===== src/verilog/pd_msg_pkg.sv =====
// Package for the PD message buffer register block.
// Assumes byte-wide register access from a decoded register port.
package pd_msg_pkg;
  localparam logic [7:0] rx_count_addr   = 8'h30;
  localparam logic [7:0] rx_kind_addr    = 8'h31;
  localparam logic [7:0] rx_hdr_lo_addr  = 8'h32;
  localparam logic [7:0] rx_hdr_hi_addr  = 8'h33;
  localparam logic [7:0] rx_obj_first    = 8'h34;
  localparam logic [7:0] rx_obj_last     = 8'h4f;
  localparam logic [7:0] rx_detect_addr  = 8'h2f;
  localparam logic [7:0] tx_cmd_addr     = 8'h50;
  localparam logic [7:0] tx_count_addr   = 8'h51;
  localparam logic [7:0] tx_hdr_lo_addr  = 8'h52;
  localparam logic [7:0] tx_hdr_hi_addr  = 8'h53;
  localparam logic [7:0] reg_reset_value = 8'h00;
  localparam logic [7:0] rx_count_extra  = 8'h03;
  localparam logic [7:0] tx_cmd_used     = 8'h37;
  localparam logic [7:0] rx_detect_used  = 8'h7f;
  localparam int         obj_bytes       = 28;
  localparam int         kind_hard_reset = 5;
  localparam int         kind_cable_rst  = 6;
  localparam logic [2:0] kind_cable_code = 3'h6;

  // One received byte on its way from the line engine.
  typedef struct packed {
    logic       first;
    logic       last;
    logic [2:0] kind;
    logic [7:0] data;
  } rx_beat_s;

  // A register bus access.
  typedef struct packed {
    logic       wr;
    logic [7:0] addr;
    logic [7:0] wdata;
  } reg_req_s;
endpackage


===== src/verilog/pd_byte_fifo.sv =====
// Small synchronous FIFO with valid/ready on both sides.
// Assumes one clock and a synchronous active-high reset.
module pd_byte_fifo #(
  parameter int WIDTH = 13,
  parameter int DEPTH = 16
) (
  input  wire logic             clock,     // System clock.
  input  wire logic             rst,       // Synchronous reset.
  input  wire logic [WIDTH-1:0] in_data,   // Write data.
  input  wire logic             in_valid,  // Write request.
  output logic                  in_ready,  // Room available.
  output logic      [WIDTH-1:0] out_data,  // Head of queue.
  output logic                  out_valid, // Queue not empty.
  input  wire logic             out_ready  // Reader takes head.
);
  localparam int AW = $clog2(DEPTH);
  initial begin
    if (DEPTH < 2 || (1 << AW) != DEPTH) $error("DEPTH must be 2^n");
  end
  logic [WIDTH-1:0] mem_reg [DEPTH];
  logic [AW:0]      wptr_reg;
  logic [AW:0]      rptr_reg;
  logic             push;
  logic             pop;

  // Full when pointers differ only in the wrap bit.
  assign in_ready  = !(wptr_reg[AW] != rptr_reg[AW] &&
                       wptr_reg[AW-1:0] == rptr_reg[AW-1:0]);
  assign out_valid = wptr_reg != rptr_reg;
  assign push      = in_valid && in_ready;
  assign pop       = out_valid && out_ready;
  assign out_data  = mem_reg[rptr_reg[AW-1:0]];

  // Storage is written without reset; only pointers need a defined value.
  always_ff @(posedge clock) begin
    if (push) begin
      mem_reg[wptr_reg[AW-1:0]] <= in_data;
    end
  end

  // Pointer update.
  always_ff @(posedge clock) begin
    if (rst) begin
      wptr_reg <= '0;
      rptr_reg <= '0;
    end else begin
      if (push) wptr_reg <= wptr_reg + 1'b1;
      if (pop) rptr_reg <= rptr_reg + 1'b1;
    end
  end
endmodule


===== src/verilog/pd_obj_ram.sv =====
// Receive data-object byte store with registered read data.
// Assumes one clock; contents are cleared lazily by the byte count.
module pd_obj_ram #(
  parameter int DEPTH = 28
) (
  input  wire logic       clock,  // System clock.
  input  wire logic       we,     // Write strobe.
  input  wire logic [4:0] waddr,  // Write index.
  input  wire logic [7:0] wdata,  // Write byte.
  input  wire logic [4:0] raddr,  // Read index.
  output logic      [7:0] rdata   // Registered read byte.
);
  initial begin
    if (DEPTH > 32) $error("DEPTH exceeds index width");
  end
  logic [7:0] mem_reg [DEPTH];

  // Byte store; read is one cycle late so it maps onto block memory.
  always_ff @(posedge clock) begin
    if (we && int'(waddr) < DEPTH) mem_reg[waddr] <= wdata;
    rdata <= (int'(raddr) < DEPTH) ? mem_reg[raddr] : 8'h00;
  end
endmodule


===== src/verilog/pd_message_buffer_regs.sv =====
// Receive and transmit message buffer registers of a PD physical layer.
// Assumes a byte register port from the interface decoder and a message
// engine that streams received bytes and reports transmit completion.

// Overview of operation
// - Hard Reset or disconnect zeroes receive count unless a message completes that cycle.
// - Clearing received flag zeroes receive count.
// - Receive count is object bytes plus three.
// - Frame kind reports start-of-packet code.
// - Received header as two read-only bytes.
// - Received objects readable across 0x34-0x4f.
// - Count and kind adjacent, reset zero.
// - Transmit end clears command and count.
// - Retry field gives retransmissions zero to three.
// - Transmit type selects kind of transmission.
// - Transmit header held in two writable bytes.
// - Reserved command bits are ignored.
// - Accept only enabled kinds; Hard Reset clears.
module pd_message_buffer_regs #(
  parameter int OBJ_BYTES  = pd_msg_pkg::obj_bytes,
  parameter int FIFO_DEPTH = 16
) (
  input  wire logic                 clock,         // 250 MHz clock.
  input  wire logic                 rst,           // Sync reset.
  input  wire pd_msg_pkg::reg_req_s reg_req,       // Register access.
  input  wire logic                 reg_valid,     // Access strobe.
  output logic               [7:0]  reg_rdata,     // Read data.
  output logic                      reg_rvalid,    // Read data valid.
  input  wire logic                 flag_clear,    // Status flag cleared.
  input  wire logic                 disconnect,    // Detach pulse.
  input  wire logic                 hard_rst_seen, // Hard Reset in/out.
  input  wire pd_msg_pkg::rx_beat_s rx_beat,       // Received byte.
  input  wire logic                 rx_valid,      // Byte present.
  output logic                      rx_ready,      // Room in FIFO.
  output logic                      message_received_flag, // New msg.
  output logic                      tx_start,      // Start pulse.
  output logic               [2:0]  outgoing_frame_kind, // Type.
  output logic               [1:0]  tx_retries,    // Retry count.
  output logic               [7:0]  tx_count_out,  // Byte count.
  output logic              [15:0]  tx_header_out, // Header word.
  input  wire logic                 tx_done        // Send finished.
);
  initial begin
    if (OBJ_BYTES != 28) $error("object window is fixed at 28 bytes");
    if (FIFO_DEPTH < 2) $error("FIFO too shallow");
  end

  localparam int BW = $bits(pd_msg_pkg::rx_beat_s);

  logic [7:0]  rx_count_reg;
  logic [2:0]  rx_kind_reg;
  logic [7:0]  hdr_lo_reg;
  logic [7:0]  hdr_hi_reg;
  logic [7:0]  rx_detect_reg;
  logic [7:0]  tx_cmd_reg;
  logic [7:0]  tx_count_reg;
  logic [7:0]  tx_hdr_lo_reg;
  logic [7:0]  tx_hdr_hi_reg;
  logic [7:0]  wr_idx_reg;
  logic        drop_reg;
  logic [7:0]  rd_addr_reg;
  logic        rd_pend_reg;
  logic [BW-1:0]        fifo_out;
  pd_msg_pkg::rx_beat_s beat;
  logic        beat_valid;
  logic        beat_take;
  logic        wr_en;
  logic        obj_we;
  logic [4:0]  obj_waddr;
  logic [4:0]  obj_raddr;
  logic [7:0]  obj_rdata;
  logic        obj_live;

  // True when the start-of-packet kind is enabled in the detect register.
  function automatic logic kind_enabled(input logic [2:0] k,
                                        input logic [7:0] en);
    if (int'(k) == pd_msg_pkg::kind_cable_rst) return en[6];
    if (int'(k) < pd_msg_pkg::kind_hard_reset) return en[k];
    return 1'b0;
  endfunction

  // True when an address falls inside the object window.
  function automatic logic in_obj(input logic [7:0] a);
    return a >= pd_msg_pkg::rx_obj_first && a <= pd_msg_pkg::rx_obj_last;
  endfunction

  // The FIFO decouples the line engine; a stalled drain back-pressures it.
  pd_byte_fifo #(.WIDTH(BW), .DEPTH(FIFO_DEPTH)) u_fifo (
    .clock     (clock),
    .rst       (rst),
    .in_data   (rx_beat),
    .in_valid  (rx_valid),
    .in_ready  (rx_ready),
    .out_data  (fifo_out),
    .out_valid (beat_valid),
    .out_ready (beat_take)
  );

  assign beat = pd_msg_pkg::rx_beat_s'(fifo_out);
  // Drain stalls while a message waits for the processor to take it.
  assign beat_take = beat_valid && !message_received_flag;
  assign wr_en = reg_valid && reg_req.wr;

  // object byte store
  // Bytes past the window are dropped rather than wrapping onto byte 0.
  assign obj_we    = beat_take && !drop_reg && !beat.first &&
                     wr_idx_reg >= 8'h02 &&
                     wr_idx_reg < 8'(OBJ_BYTES) + 8'h02;
  assign obj_waddr = 5'(wr_idx_reg - 8'h02);
  assign obj_raddr = 5'(reg_req.addr - pd_msg_pkg::rx_obj_first);

  pd_obj_ram #(.DEPTH(OBJ_BYTES)) u_ram (
    .clock (clock),
    .we    (obj_we),
    .waddr (obj_waddr),
    .wdata (beat.data),
    .raddr (obj_raddr),
    .rdata (obj_rdata)
  );

  // Assembly of an incoming message; first beat carries header low.
  always_ff @(posedge clock) begin
    if (rst) begin
      wr_idx_reg <= 8'h00;
      drop_reg   <= 1'b0;
    end else if (beat_take) begin
      if (beat.first) begin
        drop_reg   <= !kind_enabled(beat.kind, rx_detect_reg);
        wr_idx_reg <= 8'h01;
      end else begin
        wr_idx_reg <= wr_idx_reg + 8'h01;
      end
    end
  end

  // Header and frame kind capture.
  always_ff @(posedge clock) begin
    if (rst) begin
      rx_kind_reg <= 3'h0;
      hdr_lo_reg  <= pd_msg_pkg::reg_reset_value;
      hdr_hi_reg  <= pd_msg_pkg::reg_reset_value;
    end else if (beat_take) begin
      if (beat.first && kind_enabled(beat.kind, rx_detect_reg)) begin
        hdr_lo_reg  <= beat.data;
        rx_kind_reg <= beat.kind;
      end else if (!beat.first && !drop_reg && wr_idx_reg == 8'h01) begin
        hdr_hi_reg <= beat.data;
      end
    end
  end

  // Receive byte count and received-message flag.
  always_ff @(posedge clock) begin
    if (rst) begin
      rx_count_reg          <= pd_msg_pkg::reg_reset_value;
      message_received_flag <= 1'b0;
    end else if (beat_take && beat.last && !drop_reg && !beat.first) begin
      // last beat index plus one, plus one kind byte
      rx_count_reg          <= wr_idx_reg + 8'h02;
      message_received_flag <= 1'b1;
    end else if (hard_rst_seen || disconnect) begin
      rx_count_reg          <= pd_msg_pkg::reg_reset_value;
      message_received_flag <= 1'b0;
    end else if (flag_clear) begin
      rx_count_reg          <= pd_msg_pkg::reg_reset_value;
      message_received_flag <= 1'b0;
    end
  end

  // Receive-detect enables.
  always_ff @(posedge clock) begin
    if (rst) begin
      rx_detect_reg <= pd_msg_pkg::reg_reset_value;
    end else if (hard_rst_seen) begin
      rx_detect_reg <= pd_msg_pkg::reg_reset_value;
    end else if (wr_en && reg_req.addr == pd_msg_pkg::rx_detect_addr) begin
      rx_detect_reg <= reg_req.wdata & pd_msg_pkg::rx_detect_used;
    end
  end

  // Transmit command and byte count.
  always_ff @(posedge clock) begin
    if (rst) begin
      tx_cmd_reg   <= pd_msg_pkg::reg_reset_value;
      tx_count_reg <= pd_msg_pkg::reg_reset_value;
    end else if (tx_done) begin
      tx_cmd_reg   <= pd_msg_pkg::reg_reset_value;
      tx_count_reg <= pd_msg_pkg::reg_reset_value;
    end else if (wr_en) begin
      if (reg_req.addr == pd_msg_pkg::tx_cmd_addr) begin
        tx_cmd_reg <= reg_req.wdata;
      end
      if (reg_req.addr == pd_msg_pkg::tx_count_addr) begin
        tx_count_reg <= reg_req.wdata;
      end
    end
  end

  always_ff @(posedge clock) begin
    if (rst) begin
      tx_hdr_lo_reg <= pd_msg_pkg::reg_reset_value;
      tx_hdr_hi_reg <= pd_msg_pkg::reg_reset_value;
    end else if (wr_en) begin
      if (reg_req.addr == pd_msg_pkg::tx_hdr_lo_addr) begin
        tx_hdr_lo_reg <= reg_req.wdata;
      end
      if (reg_req.addr == pd_msg_pkg::tx_hdr_hi_addr) begin
        tx_hdr_hi_reg <= reg_req.wdata;
      end
    end
  end

  // Transmit hand-off to the message engine.
  always_ff @(posedge clock) begin
    if (rst) begin
      tx_start            <= 1'b0;
      outgoing_frame_kind <= 3'h0;
      tx_retries          <= 2'h0;
      tx_count_out        <= 8'h00;
      tx_header_out       <= 16'h0000;
    end else begin
      tx_start <= wr_en && reg_req.addr == pd_msg_pkg::tx_cmd_addr;
      if (wr_en && reg_req.addr == pd_msg_pkg::tx_cmd_addr) begin
        outgoing_frame_kind <= reg_req.wdata[2:0];
        tx_retries          <= reg_req.wdata[5:4];
        tx_count_out        <= tx_count_reg;
        tx_header_out       <= {tx_hdr_hi_reg, tx_hdr_lo_reg};
      end
    end
  end

  // Read address is held one cycle to line up with the object store.
  always_ff @(posedge clock) begin
    if (rst) begin
      rd_addr_reg <= 8'h00;
      rd_pend_reg <= 1'b0;
    end else begin
      rd_addr_reg <= reg_req.addr;
      rd_pend_reg <= reg_valid && !reg_req.wr;
    end
  end

  // counted object bytes only
  // Bytes past the count read zero, so the unreset store never leaks.
  assign obj_live = (rd_addr_reg - pd_msg_pkg::rx_obj_first) +
                    pd_msg_pkg::rx_count_extra < rx_count_reg;

  // Read data mux; unmapped addresses read zero.
  always_ff @(posedge clock) begin
    if (rst) begin
      reg_rdata  <= 8'h00;
      reg_rvalid <= 1'b0;
    end else begin
      reg_rvalid <= rd_pend_reg;
      reg_rdata  <= 8'h00;
      if (rd_pend_reg) begin
        unique case (rd_addr_reg)
          pd_msg_pkg::rx_count_addr:  reg_rdata <= rx_count_reg;
          pd_msg_pkg::rx_kind_addr:   reg_rdata <= {5'h00, rx_kind_reg};
          pd_msg_pkg::rx_hdr_lo_addr: reg_rdata <= hdr_lo_reg;
          pd_msg_pkg::rx_hdr_hi_addr: reg_rdata <= hdr_hi_reg;
          pd_msg_pkg::rx_detect_addr: reg_rdata <= rx_detect_reg;
          // reserved bits read back as zero
          pd_msg_pkg::tx_cmd_addr:
            reg_rdata <= tx_cmd_reg & pd_msg_pkg::tx_cmd_used;
          pd_msg_pkg::tx_count_addr:  reg_rdata <= tx_count_reg;
          pd_msg_pkg::tx_hdr_lo_addr: reg_rdata <= tx_hdr_lo_reg;
          pd_msg_pkg::tx_hdr_hi_addr: reg_rdata <= tx_hdr_hi_reg;
          default: begin
            if (in_obj(rd_addr_reg) && obj_live) reg_rdata <= obj_rdata;
          end
        endcase
      end
    end
  end
endmodule


===== config.mk =====
export PLATFORM = sky130hd
export DESIGN_NAME = pd_message_buffer_regs
export DESIGN_NICKNAME = d
export VERILOG_FILES = /design/src/verilog/pd_msg_pkg.sv /design/src/verilog/pd_byte_fifo.sv /design/src/verilog/pd_obj_ram.sv /design/src/verilog/pd_message_buffer_regs.sv
export SDC_FILE = /design/constraint.sdc
export NUM_CORES = 1
export LEC_CHECK = 0
export ABC_AREA = 1
export CAP_MARGIN = 5
export CORE_UTILIZATION = 55
export CTS_CLUSTER_SIZE = 20
export DETAILED_ROUTE_END_ITERATION = 8
export DONT_BUFFER_PORTS = 1
export GPL_TIMING_DRIVEN = 1
export HOLD_SLACK_MARGIN = 0.05
export PLACE_DENSITY = 0.73
export SYNTH_ARGS = -nofsm -noshare
export SYNTH_HDL_FRONTEND = slang
export SYNTH_SLANG_ARGS = --single-unit

===== constraint.sdc =====
create_clock -name clock -period 2.21 [get_ports clock]
set_input_delay 0.1105 -clock clock [delete_from_list [all_inputs] [get_ports clock]]
set_output_delay 0.1105 -clock clock [all_outputs]
set_load 0.005 [all_outputs]

==> results.txt <==
----------------------------------------------------
[Critical path]
  Class of the most critical setup path ... reg2reg
  Critical path arrival ... between 2000 and 2500 ps
  Worst-case reg-to-reg path depth ... 9
  Worst setup SP type ... register
  Data required, critical path ... ~2500 ps
  Top fanout value on the critical path ... 8
  Type of element capturing the critical path ... register

[Final layout]
  Final-layout fill cell count ... 2,879
  Max reg flops ... 224
  Commonest non-fill, non-tap cells in the layout ... sky130_fd_sc_hd__edfxtp_1, sky130_fd_sc_hd__nand2_1, sky130_fd_sc_hd__nor2_1, sky130_fd_sc_hd__o21ai_0, sky130_fd_sc_hd__dfxtp_1
  Final cell count without fillers ... ~2,700
  Most common library cell in the layout ignoring fill and taps ... sky130_fd_sc_hd__edfxtp_1
  Ratio of cells with drive above 1 in the final layout ... around an eighth
  Area growth from synthesis to layout ... 18.6%
  Final instance area ... between 0.02 and 0.03 mm2
  Post-layout net count ... about 2,200

[Clock network]
  Maximum count of clock buffers along a single path ... 3
  Cts bufs inserted ... 56
  Clk root buf ... sky130_fd_sc_hd__clkbuf_16
  Count of H-tree levels built during CTS ... 2
  TritonCTS clock tree ... done
  Clock slew at the register clock pins of the worst setup and hold paths ... ~70 ps
  Clock insertion delay at the later pin of the skew report ... 610 ps
  Clock sink count ... 575

[Place]
  Pre-CTS worst setup slack ... -42.1 ps
  Area of placed instances ... 0.0249 mm2
  HPWL reported at the end of detailed placement ... 36,900 um
  IO buf count ... 0
  Number of placed cells counting well taps ... approximately 2,600
  Last weighted congestion value of the routability-driven placer ... about 0.94

[Floorplan]
  # IOs ... 79
  Initial standard-cell utilization of the core ... approximately 56%
  Die ar. ... 0.0430 mm2
  Height of the die ... just over 200 um
  Area inside the core boundary ... slightly above 0.04 mm2
  Number of placement rows ... 74
  Chip width ... ~210 um

[Detailed routing]
  Routed wire per std cell ... about 22 um
  Vias ... 16,575
  Met2 wirelength from detailed routing ... ~29,000 um
  Drc violations ... 0
  Detailed-route wire length ... just under 60,000 um
  Top layer used by detailed routing ... met5
  DRC marker count from the first detailed-route iteration ... 1,747
  Met3 wire length ... between 5000 and 6000 um
  Number of nets with antenna violations after routing ... 0
  Drt first pass iters ... 7
  Via-per-instance ratio ... 6.03
  Routed length on met1 ... between 20,000 and 25,000 um

[Min path]
  Cells on Worst Hold Path ... 5
  Path type of the worst min-delay path ... in2reg

[Synth]
  Cells after Synth ... just over 2,000
  Sequential element share of the synthesized area ... between 60% and 70%
  Most common flop cell mapped by yosys ... sky130_fd_sc_hd__edfxtp_1
  Count of different cell masters after synthesis ... 50
  Share of flip-flops with an asynchronous set or reset ... 0%
  Post-synthesis register bit count ... between 500 and 600
  Synthesized cell area ... between 0.02 and 0.025 mm2
  Synthesized area divided by synthesized cell count ... 11.4 um2
  Ys Warns ... 0
  Post-Synthesis Net Count ... roughly 2,100
  Number of enable-type register cells in the synthesized netlist ... 432

[Pwr]
  Leakage power total ... 9.71 nW
  Power Internal ... between 20 and 25 mW
  Maximum ir drop on the vdd rail ... between 700 and 800 uV
  Total power density per cell area ... 1100 mW/mm2
  Total power consumption of the routed design ... around 30 mW
  Power spent charging and discharging nets ... ~9.4 mW
  Combinational share of power ... 26.1%
  Clock network fraction of design power ... 31.0%
  Power share of the sequential group ... between 40% and 50%
  Switching power share of the total ... 30.9%

[STA]
  Relative max-transition margin ... between 40% and 50%
  Worst-margin pin slew ... around 830 ps
  Maximum operating frequency ... 456 MHz
  Final worst setup slack ... roughly 15 ps
  Final setup vio count ... 0
  Setup clock skew after layout ... between 15 and 20 ps
  Number of hold violations in the final report ... 0
  Final worst path period need ... roughly 2200 ps
  Max-slew violation count ... 0
  Setup repair after global routing missed its margin ... true
  Final worst-path cycle share ... 99.3%

[Global route]
  Overflow left after global routing ... 0
  First-pass GRT wire length ... 90,900 um
  Number of global-route vias before repair ... between 15,000 and 20,000
  Pin count of the biggest net entering global routing ... slightly below 60
  Overall track demand over capacity in global routing ... between 20 and 30%
  Antenna violations before repair ... 4

[Outcome]
  Run status ... finished clean

[Job]
  Max cap viols ... 0

----------------------------------------------------
per-layer routing:
metal	track usage [%]	up-vias
met4	11.4	2
met5	0	-
met2	45.6	841
met3	5.36	168
li1	-	7548
met1	35.6	8016
area by class of cell:
class | count | area (um2) | share of cell area [%]
sequential | 575 | 15800 | 57.7
multi-input combinational | 1230 | 6710 | 24.4
timing repair buffer | 162 | 1910 | 6.96
clock buffer | 65 | 1460 | 5.30
tap | 532 | 666 | 2.42
inverter | 143 | 544 | 1.98
clock inverter | 37 | 342 | 1.24
antenna | 4 | 10.0 | 0.0364
cell families (layout without fill, tap and decap cells):
group	Yosys count	count (layout)	synth area share, %
other	0	4	0
buffers and inverters	238	407	4.61
AO/OA/AOI/OAI	434	434	11.4
adder cells (fa/ha/maj)	26	26	1.40
AND/OR/NAND/NOR	751	753	13.7
XOR/XNOR	17	17	0.642
flip-flops	575	575	68.3
timing repair:
| action | CTS | global route |
|---|---|---|
| setup buffers | 0 | 5 |
| hold buffers | 51 | 0 |
| resized for setup | 11 | 30 |
| setup endpoints to repair | 234 | 246 |
| gates cloned | 1 | 2 |
| endpoints found under the hold margin | 312 | 0 |
| pin swaps | 7 | 18 |
stage by stage:
step                      TNS (ps)  utilization (%)  hold WS, ps
after floorplan                  0                -          182
after global placement           0             60.5          187
after detailed placement     -2200             60.5          185
after CTS                        0             66.3         50.7
after global routing        -11070             66.7          117
final                            0             66.7         72.9
power groups by stage:
stage	registers, mW	clock network, mW	logic (mW)
final	13.0	9.38	7.90
after global placement	13.2	0	7.14
after detailed placement	13.2	0	7.31
after CTS	13.0	9.44	7.63
after floorplan	13.2	0	4.18
after global routing	13.0	9.85	8.45
worst paths after layout:
kind,startpoint,endpoint,slack [ps]
setup / recovery,register,u_ram.mem_reg[15][1]$_DFFE_PP_,20
hold reg to reg,u_ram.rdata[5]$_SDFF_PP0_,reg_rdata[5]$_SDFF_PP0_,450
setup reg to reg,register,u_ram.mem_reg[15][1]$_DFFE_PP_,20
hold / removal,reg_req[10],u_ram.rdata[7]$_SDFF_PP0_,70
synthesized netlist by cell type (7+ instances only):
cell type	number	area share, %
sky130_fd_sc_hd__nor4_1	7	0.19
sky130_fd_sc_hd__xor2_1	16	0.60
sky130_fd_sc_hd__o211ai_1	16	0.52
sky130_fd_sc_hd__nand4_1	22	0.59
sky130_fd_sc_hd__nand2_1	319	5.2
sky130_fd_sc_hd__dfxtp_1	143	12
sky130_fd_sc_hd__edfxtp_1	432	56
sky130_fd_sc_hd__nor2_1	255	4.1
sky130_fd_sc_hd__ha_1	26	1.4
sky130_fd_sc_hd__inv_1	131	2.1
sky130_fd_sc_hd__a211oi_1	15	0.49
sky130_fd_sc_hd__nand3_1	109	2.4
sky130_fd_sc_hd__buf_1	12	0.19
sky130_fd_sc_hd__buf_4	12	0.39
sky130_fd_sc_hd__a31oi_1	7	0.19
sky130_fd_sc_hd__clkbuf_1	41	0.66
sky130_fd_sc_hd__buf_6	14	0.68
sky130_fd_sc_hd__o22ai_1	17	0.46
sky130_fd_sc_hd__a221oi_1	15	0.57
sky130_fd_sc_hd__o21ai_1	13	0.28
sky130_fd_sc_hd__a21oi_1	99	2.1
sky130_fd_sc_hd__buf_2	16	0.35
sky130_fd_sc_hd__o221ai_1	27	1.0
sky130_fd_sc_hd__a22oi_1	52	1.7
sky130_fd_sc_hd__nor3_1	18	0.39
sky130_fd_sc_hd__o21ai_0	157	3.4
critical path, cell delays in order, from the launching register on:
cell	delay [ps]
sky130_fd_sc_hd__dfxtp_4	380
sky130_fd_sc_hd__buf_12	140
sky130_fd_sc_hd__o21ai_1	130
sky130_fd_sc_hd__o22ai_1	100
sky130_fd_sc_hd__o211ai_2	150
sky130_fd_sc_hd__nand2_2	110
sky130_fd_sc_hd__nor3_4	250
sky130_fd_sc_hd__buf_12	190
sky130_fd_sc_hd__nand2_8	140
sky130_fd_sc_hd__nor2_4	280
No activity file was read; power rests on OpenSTA's default activity.
